[src/logic/mrt_pkg.sv]
/*
 * mrt_pkg: command codes, timing figures and derived spacing counts
 * shared by the controller end and the memory end of the mode register link.
 * assumes a 25 MHz command clock; latencies are plain defaults.
 */
`default_nettype none
package mrt_pkg;
	// ****************************************************
	// command encoding on the link
	// ****************************************************
	typedef enum logic [3:0] {
		MRT_DES = 4'h0, MRT_ACT = 4'h1, MRT_PRE = 4'h2, MRT_RD = 4'h3,
		MRT_RDA = 4'h4, MRT_WR = 4'h5, MRT_WRA = 4'h6, MRT_MRR = 4'h7,
		MRT_MRW = 4'h8, MRT_PDX = 4'h9
	} mrt_cmd_type;

	// ****************************************************
	// clock and latency figures
	// ****************************************************
	localparam int TCK_PS = 40000;      // clock period in ps
	localparam int RL_CK = 6;           // read latency
	localparam int WL_CK = 4;           // write latency
	localparam int BL_CK = 16;          // burst length
	localparam int DQSCK_MAX_PS = 3600; // read strobe skew, rounded up
	localparam int TWPRE_CK = 2;        // write preamble
	localparam int RPST_RD_CK = 0;      // read postamble, rounded down
	localparam int ODTLON_CK = 2;       // termination on latency
	localparam int ODTON_RD_CK = 0;     // termination on time, rounded down
	localparam int TWTR_PS = 10000;     // write to read turn-around
	localparam int NRTP_CK = 8;         // read to precharge
	localparam int NWR_CK = 6;          // write recovery
	localparam int TXP_CK = 5;          // power-down exit
	localparam int TRCD_CK = 5;         // activate to column
	localparam int TMRR_CK = 8;         // mode register read period
	localparam int TMRW_PS = 10000;     // mode register write period, time part
	localparam int TMRD_PS = 14000;     // mode register set delay, time part
	localparam int TMR_MIN_CK = 10;     // clock part of both periods above
	localparam int HOLD_PS = 7500;      // settle time before a write
	localparam int HOLD_MIN_CK = 8;
	localparam int HC_ENABLE_NS = 200;  // high_current_enable_time, longest
	localparam int HC_DISABLE_NS = 100; // high_current_disable_time, longest

	// ****************************************************
	// derived counts (least times round up, longest round down)
	// ****************************************************
	localparam int DQSCK_CK = (DQSCK_MAX_PS + TCK_PS - 1) / TCK_PS;
	localparam int TWTR_CK = (TWTR_PS + TCK_PS - 1) / TCK_PS;
	localparam int TMRW_RU = (TMRW_PS + TCK_PS - 1) / TCK_PS;
	localparam int TMRD_RU = (TMRD_PS + TCK_PS - 1) / TCK_PS;
	localparam int TMRW_CK = (TMRW_RU > TMR_MIN_CK) ? TMRW_RU : TMR_MIN_CK;
	localparam int TMRD_CK = (TMRD_RU > TMR_MIN_CK) ? TMRD_RU : TMR_MIN_CK;
	localparam int HOLD_RU = (HOLD_PS + TCK_PS - 1) / TCK_PS;
	localparam int HOLD_CK = (HOLD_RU > HOLD_MIN_CK) ? HOLD_RU : HOLD_MIN_CK;
	localparam int TMRRI_CK = TRCD_CK + 3;
	localparam int HC_EN_RAW = HC_ENABLE_NS * 1000 / TCK_PS;
	localparam int HC_DIS_RAW = HC_DISABLE_NS * 1000 / TCK_PS;
	localparam int HC_EN_CK = (HC_EN_RAW < 1) ? 1 : HC_EN_RAW;
	localparam int HC_DIS_CK = (HC_DIS_RAW < 1) ? 1 : HC_DIS_RAW;

	// ****************************************************
	// least spacing between commands, in clock cycles
	// ****************************************************
	localparam int G_MRR_WR = RL_CK + DQSCK_CK + BL_CK / 2 - WL_CK + TWPRE_CK + RPST_RD_CK;
	localparam int G_MRR_WR_ODT = RL_CK + DQSCK_CK + BL_CK / 2 - ODTLON_CK - ODTON_RD_CK
		+ RPST_RD_CK + 1;
	localparam int G_MRR_MRW = RL_CK + DQSCK_CK + BL_CK / 2 + 3;
	localparam int G_RD_MRR = BL_CK / 2;
	localparam int G_WR_MRR = WL_CK + 1 + BL_CK / 2 + TWTR_CK;
	localparam int G_PDX_MRR = TXP_CK + TMRRI_CK;
	localparam int G_RD_MRW = RL_CK + BL_CK / 2 + DQSCK_CK + RPST_RD_CK + HOLD_CK;
	localparam int G_RDA_MRW = G_RD_MRW + NRTP_CK - 8;
	localparam int G_WR_MRW = WL_CK + 1 + BL_CK / 2 + HOLD_CK;
	localparam int G_WRA_MRW = G_WR_MRW + NWR_CK;

	// ****************************************************
	// history slots and mode register layout
	// ****************************************************
	localparam int NKIND = 7;           // MRR, MRW, RD, RDA, WR, WRA, PDX
	localparam int K_MRR = 0;
	localparam int K_MRW = 1;
	localparam int K_RD = 2;
	localparam int K_RDA = 3;
	localparam int K_WR = 4;
	localparam int K_WRA = 5;
	localparam int K_PDX = 6;
	localparam int CNT_W = 8;           // saturating age counters
	localparam int NMR = 64;            // mode register count
	localparam logic [5:0] MR_CA_VREF = 6'h0c;
	localparam logic [5:0] MR_HC_CTRL = 6'h0d;
	localparam logic [5:0] MR_DQ_VREF = 6'h0e;
	localparam int HC_BIT = 3;          // position of high_current_mode_bit
	localparam logic [7:0] MR_RESET = 8'h00;
endpackage
`default_nettype wire

[src/logic/mrt_link_if.sv]
/*
 * mrt_link_if: command/address and read-back wires between the controller
 * end and the memory end. assumes both ends share one clock.
 */
`timescale 1ns/1ps
`default_nettype none
interface mrt_link_if;
	import mrt_pkg::*;
	mrt_cmd_type cmd;   // command, DES when idle
	logic [5:0] ma;     // mode register address
	logic [7:0] op;     // write operand
	logic [7:0] rdata;  // mode register read data
	logic rvalid;       // read data strobe
	modport ctl (output cmd, output ma, output op, input rdata, input rvalid);
	modport dev (input cmd, input ma, input op, output rdata, output rvalid);
endinterface
`default_nettype wire

[src/logic/mrt_ctl_end.sv]
/*
 * mrt_ctl_end: controller end. holds a user command until every spacing
 * against earlier commands is met, then puts it on the link for one cycle.
 * assumes the user holds the request stable until accept_out pulses.
 */
`timescale 1ns/1ps
`default_nettype none
// ****************************************************
// ****************************************************
module mrt_ctl_end
	import mrt_pkg::*;
(
	// clock and reset
	input wire logic ref_clk_in,
	input wire logic reset_in,
	// link
	mrt_link_if.ctl link,
	// user request
	input wire logic req_valid_in,
	input wire mrt_cmd_type req_cmd_in,
	input wire logic [5:0] req_ma_in,
	input wire logic [7:0] req_op_in,
	input wire logic odt_en_in,
	output logic accept_out,
	// user read-back
	output logic [7:0] mrr_data_out,
	output logic mrr_valid_out
);
	// ****************************************************
	// state
	// ****************************************************
	mrt_cmd_type cmd_ff;           // command on the link
	logic [5:0] ma_ff;             // address on the link
	logic [7:0] op_ff;             // operand on the link
	logic accept_ff;               // one-cycle accept pulse
	logic [7:0] mrr_data_ff;       // captured read-back
	logic mrr_valid_ff;            // read-back strobe to user
	logic [CNT_W-1:0] age_ff [NKIND]; // cycles since each command kind
	logic hc_ff;                   // our copy of the control bit
	logic [CNT_W-1:0] hc_hold_ff;  // deselect-only countdown
	logic [NKIND-1:0] ok;          // per-kind spacing met
	logic [NKIND-1:0] hit;         // which kind is on the link now
	logic go;                      // request issues this cycle

	assign link.cmd = cmd_ff;
	assign link.ma = ma_ff;
	assign link.op = op_ff;
	assign accept_out = accept_ff;
	assign mrr_data_out = mrr_data_ff;
	assign mrr_valid_out = mrr_valid_ff;

	// ****************************************************
	// spacing lookup
	// ****************************************************
	// least cycles from an earlier command of kind k to the command c
	function automatic int gap_f(input int k, input mrt_cmd_type c, input logic odt);
		int g;
		g = 0;
		case (k)
			K_MRR: begin
				case (c)
					MRT_MRR, MRT_RD, MRT_RDA: g = TMRR_CK;
					MRT_WR, MRT_WRA: g = odt ? G_MRR_WR_ODT : G_MRR_WR;
					MRT_MRW: g = G_MRR_MRW;
					default: g = 0;
				endcase
			end
			K_MRW: begin
				case (c)
					MRT_MRW: g = TMRW_CK;
					MRT_DES: g = 0;
					default: g = TMRD_CK;
				endcase
			end
			K_RD, K_RDA: begin
				case (c)
					MRT_MRR: g = G_RD_MRR;
					MRT_MRW: g = (k == K_RDA) ? G_RDA_MRW : G_RD_MRW;
					default: g = 0;
				endcase
			end
			K_WR, K_WRA: begin
				case (c)
					MRT_MRR: g = G_WR_MRR;
					MRT_MRW: g = (k == K_WRA) ? G_WRA_MRW : G_WR_MRW;
					default: g = 0;
				endcase
			end
			K_PDX: g = (c == MRT_MRR) ? G_PDX_MRR : 0;
			default: g = 0;
		endcase
		return g;
	endfunction

	// map a link command to its history slot
	function automatic int kind_f(input mrt_cmd_type c);
		int k;
		k = -1;
		case (c)
			MRT_MRR: k = K_MRR;
			MRT_MRW: k = K_MRW;
			MRT_RD: k = K_RD;
			MRT_RDA: k = K_RDA;
			MRT_WR: k = K_WR;
			MRT_WRA: k = K_WRA;
			MRT_PDX: k = K_PDX;
			default: k = -1;
		endcase
		return k;
	endfunction

	// ****************************************************
	// per-kind age counters and checks
	// ****************************************************
	genvar k;
	generate
		for (k = 0; k < NKIND; k++) begin : g_age
			assign hit[k] = (kind_f(cmd_ff) == k);
			// the issue lands one cycle after the check, so age plus one is the gap
			assign ok[k] = (32'(age_ff[k]) + 1 >= gap_f(k, req_cmd_in, odt_en_in));

			// restart on issue, saturate so old history never wraps
			always_ff @(posedge ref_clk_in or posedge reset_in) begin
				if (reset_in) begin
					age_ff[k] <= '1; // reset counts as long ago
				end else if (hit[k]) begin
					age_ff[k] <= 8'h01;
				end else if (age_ff[k] != '1) begin
					age_ff[k] <= age_ff[k] + 8'h01;
				end
			end
		end
	endgenerate

	// every applicable spacing met and no deselect-only window open
	assign go = req_valid_in && !accept_ff && (&ok) && (hc_hold_ff == 8'h00);

	// ****************************************************
	// command issue
	// ****************************************************
	// one command per grant, DES otherwise; accept gap stops double issue
	always_ff @(posedge ref_clk_in or posedge reset_in) begin
		if (reset_in) begin
			cmd_ff <= MRT_DES;
			ma_ff <= 6'h00;
			op_ff <= 8'h00;
			accept_ff <= 1'b0;
		end else begin
			accept_ff <= go;
			if (go) begin
				cmd_ff <= req_cmd_in;
				ma_ff <= req_ma_in;
				op_ff <= req_op_in;
			end else begin
				cmd_ff <= MRT_DES;
			end
		end
	end

	// ****************************************************
	// generator mode windows
	// ****************************************************
	// a change of the control bit opens a deselect-only window
	always_ff @(posedge ref_clk_in or posedge reset_in) begin
		if (reset_in) begin
			hc_ff <= 1'b0;
			hc_hold_ff <= 8'h00;
		end else if (cmd_ff == MRT_MRW && ma_ff == MR_HC_CTRL && op_ff[HC_BIT] != hc_ff) begin
			hc_ff <= op_ff[HC_BIT];
			// the countdown starts with the command cycle itself
			if (op_ff[HC_BIT]) begin
				hc_hold_ff <= CNT_W'(HC_EN_CK - 1);
			end else begin
				hc_hold_ff <= CNT_W'(HC_DIS_CK - 1);
			end
		end else if (hc_hold_ff != 8'h00) begin
			hc_hold_ff <= hc_hold_ff - 8'h01;
		end
	end

	// ****************************************************
	// read-back capture
	// ****************************************************
	always_ff @(posedge ref_clk_in or posedge reset_in) begin
		if (reset_in) begin
			mrr_data_ff <= 8'h00;
			mrr_valid_ff <= 1'b0;
		end else begin
			mrr_valid_ff <= link.rvalid;
			if (link.rvalid) begin
				mrr_data_ff <= link.rdata;
			end
		end
	end
endmodule // mrt_ctl_end
`default_nettype wire

[src/flat_wrapper.sv]
// flat-port wrapper written by rule: the top's interface ports become plain ports
module mrt_ctl_end_flat import mrt_pkg::*;
  (ref_clk_in, reset_in, req_valid_in, req_cmd_in, req_ma_in, req_op_in, odt_en_in, accept_out, mrr_data_out, mrr_valid_out, link_cmd, link_ma, link_op, link_rdata, link_rvalid);
  mrt_link_if link_i ();
  input wire logic ref_clk_in;
  input wire logic reset_in;
  input wire logic req_valid_in;
  input wire mrt_cmd_type req_cmd_in;
  input wire logic [5:0] req_ma_in;
  input wire logic [7:0] req_op_in;
  input wire logic odt_en_in;
  output logic accept_out;
  output logic [7:0] mrr_data_out;
  output logic mrr_valid_out;
  output wire logic [$bits(link_i.cmd)-1:0] link_cmd;
  output wire logic [$bits(link_i.ma)-1:0] link_ma;
  output wire logic [$bits(link_i.op)-1:0] link_op;
  input wire logic [$bits(link_i.rdata)-1:0] link_rdata;
  input wire logic [$bits(link_i.rvalid)-1:0] link_rvalid;
  assign link_cmd = link_i.cmd;
  assign link_ma = link_i.ma;
  assign link_op = link_i.op;
  assign link_i.rdata = link_rdata;
  assign link_i.rvalid = link_rvalid;
  mrt_ctl_end u_core (.ref_clk_in(ref_clk_in), .reset_in(reset_in), .link(link_i), .req_valid_in(req_valid_in), .req_cmd_in(req_cmd_in), .req_ma_in(req_ma_in), .req_op_in(req_op_in), .odt_en_in(odt_en_in), .accept_out(accept_out), .mrr_data_out(mrr_data_out), .mrr_valid_out(mrr_valid_out));
endmodule
[config.mk]
export PLATFORM = sky130hd
export DESIGN_NAME = mrt_ctl_end_flat
export DESIGN_NICKNAME = d
export VERILOG_FILES = /design/src/logic/mrt_pkg.sv /design/src/logic/mrt_link_if.sv /design/src/logic/mrt_ctl_end.sv /design/src/flat_wrapper.sv
export SDC_FILE = /design/constraint.sdc
export NUM_CORES = 1
export LEC_CHECK = 0
export ABC_AREA = 1
export ABC_CLOCK_PERIOD_IN_PS = 7900
export CAP_MARGIN = 20
export CORE_ASPECT_RATIO = 0.7
export CORE_MARGIN = 3
export CORE_UTILIZATION = 45
export DETAILED_ROUTE_END_ITERATION = 12
export DONT_BUFFER_PORTS = 1
export PLACE_DENSITY = 0.68
export SLEW_MARGIN = 30
export SYNTH_ARGS = -nofsm -noshare
export SYNTH_HDL_FRONTEND = slang
export SYNTH_SLANG_ARGS = --single-unit
[constraint.sdc]
create_clock -name ref_clk_in -period 7.9 [get_ports ref_clk_in]
set_clock_uncertainty 0.2 [all_clocks]
set_input_delay 0 -clock ref_clk_in [delete_from_list [all_inputs] [get_ports ref_clk_in]]
set_output_delay 0 -clock ref_clk_in [all_outputs]
set_load 0.1 [all_outputs]
==> results of run 1 <==
[critical path, stage by stage]
cell,delay [ps]
dlygate4sd3_1,530
inv_1,70
nor3_1,330
buf_4,240
inv_1,160
ha_1,340
nand2_1,60
nand3b_1,70
nand2_1,50
nand3b_1,70
nand2_1,60
nand3_1,90
nand2_1,140
nor2_8,260
nand3_1,110
dlygate4sd3_1,590
nand2_1,70
[final timing paths]
kind	to	slack, ps	cells past startpoint
worst max-delay path	u_core.link.ma[1]$_DFFE_PP0P_	4720	17
worst min-delay path	u_core.accept_out$_DFF_PP0_	50	6
worst max register to register	u_core.link.ma[1]$_DFFE_PP0P_	4800	16
worst min register to register	u_core.age_ff[49]$_DFFE_PP1P_	280	2
max in group asynchronous	u_core.mrr_data_out[5]$_DFFE_PP0P_	6610	3
min in group asynchronous	u_core.age_ff[14]$_DFFE_PP1P_	60	2
[Yosys cell counts (4+ instances only)]
cell type | instances | share of area, %
mux2_2 | 8 | 1.6
inv_2 | 4 | 0.26
nand4_1 | 10 | 1.1
nand3_1 | 50 | 4.4
nand3b_1 | 10 | 1.3
ha_1 | 38 | 8.3
nand2_1 | 190 | 12
nor2_1 | 65 | 4.3
inv_1 | 119 | 7.8
a21oi_1 | 22 | 1.9
nand2_2 | 6 | 0.65
nor3_1 | 9 | 0.78
nor2_2 | 13 | 1.4
a31oi_1 | 15 | 1.6
dfrtp_1 | 37 | 16
dfstp_2 | 56 | 26
xor2_1 | 13 | 2.0
o21ai_0 | 17 | 1.5
[final cells by class]
cell class | instances | area (um^2) | area share (%)
multi-input cells | 501 | 2840 | 42.6
flip-flops and latches | 93 | 2400 | 36.0
inverters | 123 | 463 | 6.94
repair buffers | 45 | 449 | 6.73
clock buffers | 12 | 246 | 3.69
well taps | 157 | 196 | 2.94
clock inverters | 4 | 72.6 | 1.09
[routing by layer]
layer / vias up / track usage, %
li1: 2410 / -
met1: 2231 / 25.2
met2: 89 / 30.2
met3: 22 / 3.84
met4: 0 / 5.44
met5: - / 0
[flip-flops by register name (all words and copies together) (netlist names)]
| signal | flops |
|---|---|
| u_core.mrr_data_out | 8 |
| u_core.age_ff | 56 |
| u_core.hc_hold_ff | 8 |
| u_core.accept_out | 1 |
| u_core.link.ma | 6 |
| u_core.mrr_valid_out | 1 |
| u_core.link.cmd | 4 |
| u_core.hc_ff | 1 |
| u_core.link.op | 8 |
[metrics by stage]
step | area [um^2] | hold WS (ps) | setup WS (ps) | total power, mW
after floorplan | 5740 | -169 | 5330 | 1.42
after global placement | 5920 | -341 | 5130 | 1.50
after global routing | 6670 | 54.0 | 4440 | 2.14
after CTS | 6670 | 13.5 | 4780 | 2.02
final | 6670 | 47.1 | 4720 | 2.01
after detailed placement | 5920 | -336 | 5070 | 1.53
[power groups by stage]
stage	Combinational (mW)	Clock, mW	Sequential [mW]
floorplan	0.402	0	1.01
global placement	0.463	0	1.04
detailed placement	0.481	0	1.05
CTS	0.499	0.479	1.04
global route	0.581	0.497	1.06
finish	0.498	0.466	1.04
[cells in the final DEF (no fill, tap or decap), types with 10 or more instances in the layout]
master and instances:
a21oi_1 22, a31oi_1 15, dfrtp_1 34, dfstp_2 56, dlygate4sd3_1 43, ha_1 38
inv_1 118, nand2_1 190, nand3_1 50, nand3b_1 10, nand4_1 10, nor2_1 65
nor2_2 13, o21ai_0 17, xor2_1 13
[timing repair]
| action | in CTS | in global routing |
|---|---|---|
| endpoints found under the hold margin | 75 | 0 |
| resized for setup | 0 | 0 |
| hold buffers | 43 | 0 |
[cell families after synthesis]
| family | after synthesis |
|---|---|
| multiplexers | 8 |
| buffers and inverters | 128 |
| adder cells (fa/ha/maj) | 38 |
| flip-flops | 93 |
| AO/OA/AOI/OAI | 67 |
| AND/OR/NAND/NOR | 372 |
| XOR/XNOR | 16 |
==> impl_metrics.yaml, run 1 <==
floorplan:
  boundaryPins: 59
  row_count: 33
  dieArea_mm2: 0.0142
  fp.dieW_um: 141
  start_util_pct: 47.6
  die_h_um: 100
  coreArea_mm2: 0.0121
drt:
  wl_um: 12500
  firstDrtPassIters: 5
  wl_met3_um: 481
  wl_met1_um: 5920
  via_count: 4752
  drt_iter0_drc: 278
  drc_errors: 0
  routed.top_layer: "met4"
  wl_met2_um: 5900
  avgViaCountPerCell: 5.08
  avgRoutedWirePerCell_um: 13.4
  ant_nets: 0
sta:
  final_hold_viol_count: 0
  setup_tns_ps: 0
  slew_viol_final: 0
  setup_viol: 0
  worst_pin_slew_ps: 994
  rsz0062_at_grt: "false"
  max_freq_ghz: 0.315
  period_minus_slack_ps: 3180
  slew_headroom_pct: 33.2
  min_period_over_period_pct: 40.2
global_routing:
  antenna_found_initial: 0
  grt_max_degree: 74
  grt_first_pass_wirelength_um: 21300
  grt_pass1_vias: 4542
  overflow: 0
  grt_usage_pct: 18.5
synth:
  synthesis.area_mm2: 0.00574
  avgSynthCellArea_um2: 7.95
  async_flop_share_pct: 100
  ys_seq_elements: 93
  synth_seq_area_share_pct: 41.8
  ys.flop_type: "dfstp_2"
  synth_nets: 791
  synth_xor_area_share_pct: 2.44
  synth_edf_count: 0
  synth_fa_ha_area_share_pct: 8.29
  ys_types: 45
  yosys.area_share.simple_pct: 30.6
  synth_top_family_by_area: "simple AND/OR/NAND/NOR gates"
  synth_compound_area_share_pct: 6.65
  yosysWarnings: 0
  synth_cells: 722
  muxShareOfSynthArea_pct: 1.57
power_and_ir_drop:
  power_frac_comb_pct: 24.8
  p_leak_nw: 3.29
  switching_share_pct: 44.6
  p_int_mw: 1.11
  p_sw_mw: 0.896
  seq_power_share_pct: 51.9
  clkPwrFrac_pct: 23.2
  p_per_area_mw_per_mm2: 301
  vdd_drop_max_v: 0.000127
min_path:
  hold_class: "in -> reg"
  min_from: "req_valid_in"
critical_path:
  crit_arrival_ps: 3250
  critPathLaunchType: "input pin"
  cp_max_fo: 15
  critical_path.endpoint_type: "flop"
  cp.required_ps: 7980
  regToRegStartpoint: "u_core.age_ff[8]$_DFFE_PP1P_"
  startpoint: "req_cmd_in[3]"
  crit_type: "in -> reg"
clock_tree:
  cts_root_buf: "clkbuf_16"
  cts.clk_slew.worst_paths_ps: 70
  cts_buffers: 9
  cts_tree: "done"
  clock-sinks: 93
  cts-htree-levels: 3
  postCtsSetupRepairBufs: 0
  clk_latency_ps: 340
  cts.path.max_buffers: 2
place:
  io_buffers: 0
  place.detailed.hpwl_um: 9110
  globalplace.congestion: 0.828
  place_inst: 876
cells_and_area:
  syn_to_final_growth_pct: 16.3
  post-route-util_pct: 55.3
  stdcell_count: 935
  antenna_cells: 0
  n_fill_cell: 1066
  layout.nets: 842
  layout-drive-gt1-share_pct: 15.9
status:
  status: "finished clean"
run:
  maxCapViolCount: 0
Note: power is estimated with default switching activity, not from simulation.
==> run 2: changes to the inputs <==
ABC_CLOCK_PERIOD_IN_PS = 3220   (was 7900)
clock period = 3.22 ns   (was 7.9 ns; I/O delays follow)
==> run 2 against run 1 <==
- highest routed layer unchanged
- cell area is 2.3% higher
- count of clock-buffer cells in the layout is 3 lower
- register-to-register slack worse by 4600 ps
- core utilization is 1.3 points higher
- largest cell class unchanged
- cell count is 1.6% higher
- global-route usage is 0.20 points higher
- sequential power is 110% higher
- die area stayed put
- power grew to 2.5 times the previous value
- sequential cell count stayed put
- first-iteration DRC count is 22% lower
==> impl_metrics.yaml, run 2 (synthesis gave the netlist of run 1 again) <==
status:
  status: "finished clean"
critical_path:
  critPathLaunchType: "flop"
  path_common_cell: "nand2_1"
  max_stage_delay_ps: 590
  rr_worst_depth: 14
  ff2ff_setup_slack_ps: 160
  startpoint: "u_core.age_ff[32]$_DFFE_PP1P_"
  cp.required_ps: 3250
  critical_path.endpoint_type: "flop"
  regToRegStartpoint: "u_core.age_ff[32]$_DFFE_PP1P_"
  rr_endpoint: "u_core.link.ma[1]$_DFFE_PP0P_"
  crit_chain: "ha_1 -> nand2_1 -> inv_1 -> nor2_1 -> ha_1 -> nand2_1 -> inv_1 -> a21boi_0 -> nor2_2 -> nor2_4 -> nor2_4 -> nand3_1 -> dlygate4sd3_1 -> nand2_1"
  crit_path_top_delay_cell: "dfstp_2"
  crit_arrival_ps: 3100
  crit_type: "reg -> reg"
  crit_end: "u_core.link.ma[1]$_DFFE_PP0P_"
  cp_max_fo: 7
place:
  place_area_mm2: 0.00601
  place.detailed.hpwl_um: 8980
  globalplace.congestion: 0.830
  place_ws_ps: 519
  io_buffers: 0
  place_inst: 888
floorplan:
  coreArea_mm2: 0.0121
  fp.dieW_um: 141
  dieArea_mm2: 0.0142
  boundaryPins: 59
  start_util_pct: 47.6
  row_count: 33
  die_h_um: 100
global_routing:
  antenna_found_initial: 0
  grt_first_pass_wirelength_um: 21600
  grt_usage_pct: 18.7
  grt_max_degree: 37
  overflow: 0
  grt_pass1_vias: 4636
cells_and_area:
  mostFrequentLayoutCells: "nand2_1 (189), inv_1 (117), nor2_1 (64)"
  post-route-util_pct: 56.6
  finalInstanceArea_mm2: 0.00683
  layout.nets: 857
  largest_reg_flops: 56
  syn_to_final_growth_pct: 19.0
  layout_commonest_cell: "nand2_1"
  n_fill_cell: 1057
  regMostFlops: "u_core.age_ff"
  stdcell_count: 950
  layout-drive-gt1-share_pct: 17.9
  antenna_cells: 0
sta:
  setup_viol: 0
  max_freq_ghz: 0.326
  holdWs_ps: 105
  worst_pin_slew_ps: 956
  min_period_over_period_pct: 95.1
  period_minus_slack_ps: 3060
  setup_tns_ps: 0
  setup_slack_ps: 157
  slew_headroom_pct: 36.3
  final_hold_viol_count: 0
  slew_viol_final: 0
drt:
  via_count: 4799
  wl_um: 13000
  avgRoutedWirePerCell_um: 13.7
  firstDrtPassIters: 4
  avgViaCountPerCell: 5.05
  drt_iter0_drc: 216
  ant_nets: 0
  drc_errors: 0
clock_tree:
  cts.path.max_buffers: 2
  clock-sinks: 93
  cts_buffers: 9
  cts-htree-levels: 3
  cts.clk_slew.worst_paths_ps: 70
  cts_root_buf: "clkbuf_16"
  clk_latency_ps: 350
  cts_tree: "done"
power_and_ir_drop:
  fin_total_pwr_mw: 5.11
  vdd_drop_max_v: 0.000329
  p_leak_nw: 3.37
  p_per_area_mw_per_mm2: 748
min_path:
  hold_class: "in -> async"
run:
  maxCapViolCount: 0
[run 2: power by group]
group          internal (mW)  total (mW)  leakage (nW)  switching, mW
sequential              1.54        2.20          1.05          0.655
clock                  0.755        1.21         0.159          0.455
combinational          0.560        1.70          2.16           1.14
total                   2.86        5.11          3.37           2.25
[run 2: layer usage]
layer	share of wire, %	vias to the layer above	track usage, %
met5	0	-	0
met4	1.2	0	4.10
met3	3.6	18	4.41
met2	48	94	31.8
met1	47	2249	24.6
li1	-	2438	-
[run 2: worst max-delay path: cells and delay by family, from the launching register on]
kind | cells | cell delay (ps)
and+or+nand+nor | 8 | 810
DFF | 1 | 590
AOI/OAI and AO/OA | 1 | 210
adders and majority gates | 2 | 460
buffers and inverters | 3 | 680
[run 2: repair_timing]
| action | in CTS | in global routing |
|---|---|---|
| hold buffers | 43 | 0 |
| setup buffers | 0 | 1 |
| endpoints found under the hold margin | 79 | 0 |
| endpoints found under the setup margin | 0 | 14 |
| resized for setup | 0 | 5 |
[run 2: layout make-up]
type	instances	area [um^2]	share of cell area (%)
clock buffer	9	225	3.30
clock inverter	7	114	1.67
inverter	123	463	6.78
multi-input combinational	503	2890	42.3
sequential	93	2400	35.1
tap	157	196	2.88
timing repair buffer	58	543	7.95
[run 2: how the worst min path moves through the flow]
stage	depth (start not counted)	start	to
4_1_cts	6	req_valid_in	u_core.link.cmd[2]$_DFF_PP0_
6_report	2	reset_in	u_core.age_ff[14]$_DFFE_PP1P_
5_1_grt	2	link_rdata[6]	u_core.mrr_data_out[6]$_DFFE_PP0P_
3_3_place_gp	1	reset_in	u_core.link.op[4]$_DFFE_PP0P_
3_5_place_dp	1	reset_in	u_core.link.op[4]$_DFFE_PP0P_
2_1_floorplan	0	link_rvalid	u_core.mrr_valid_out$_DFF_PP0_
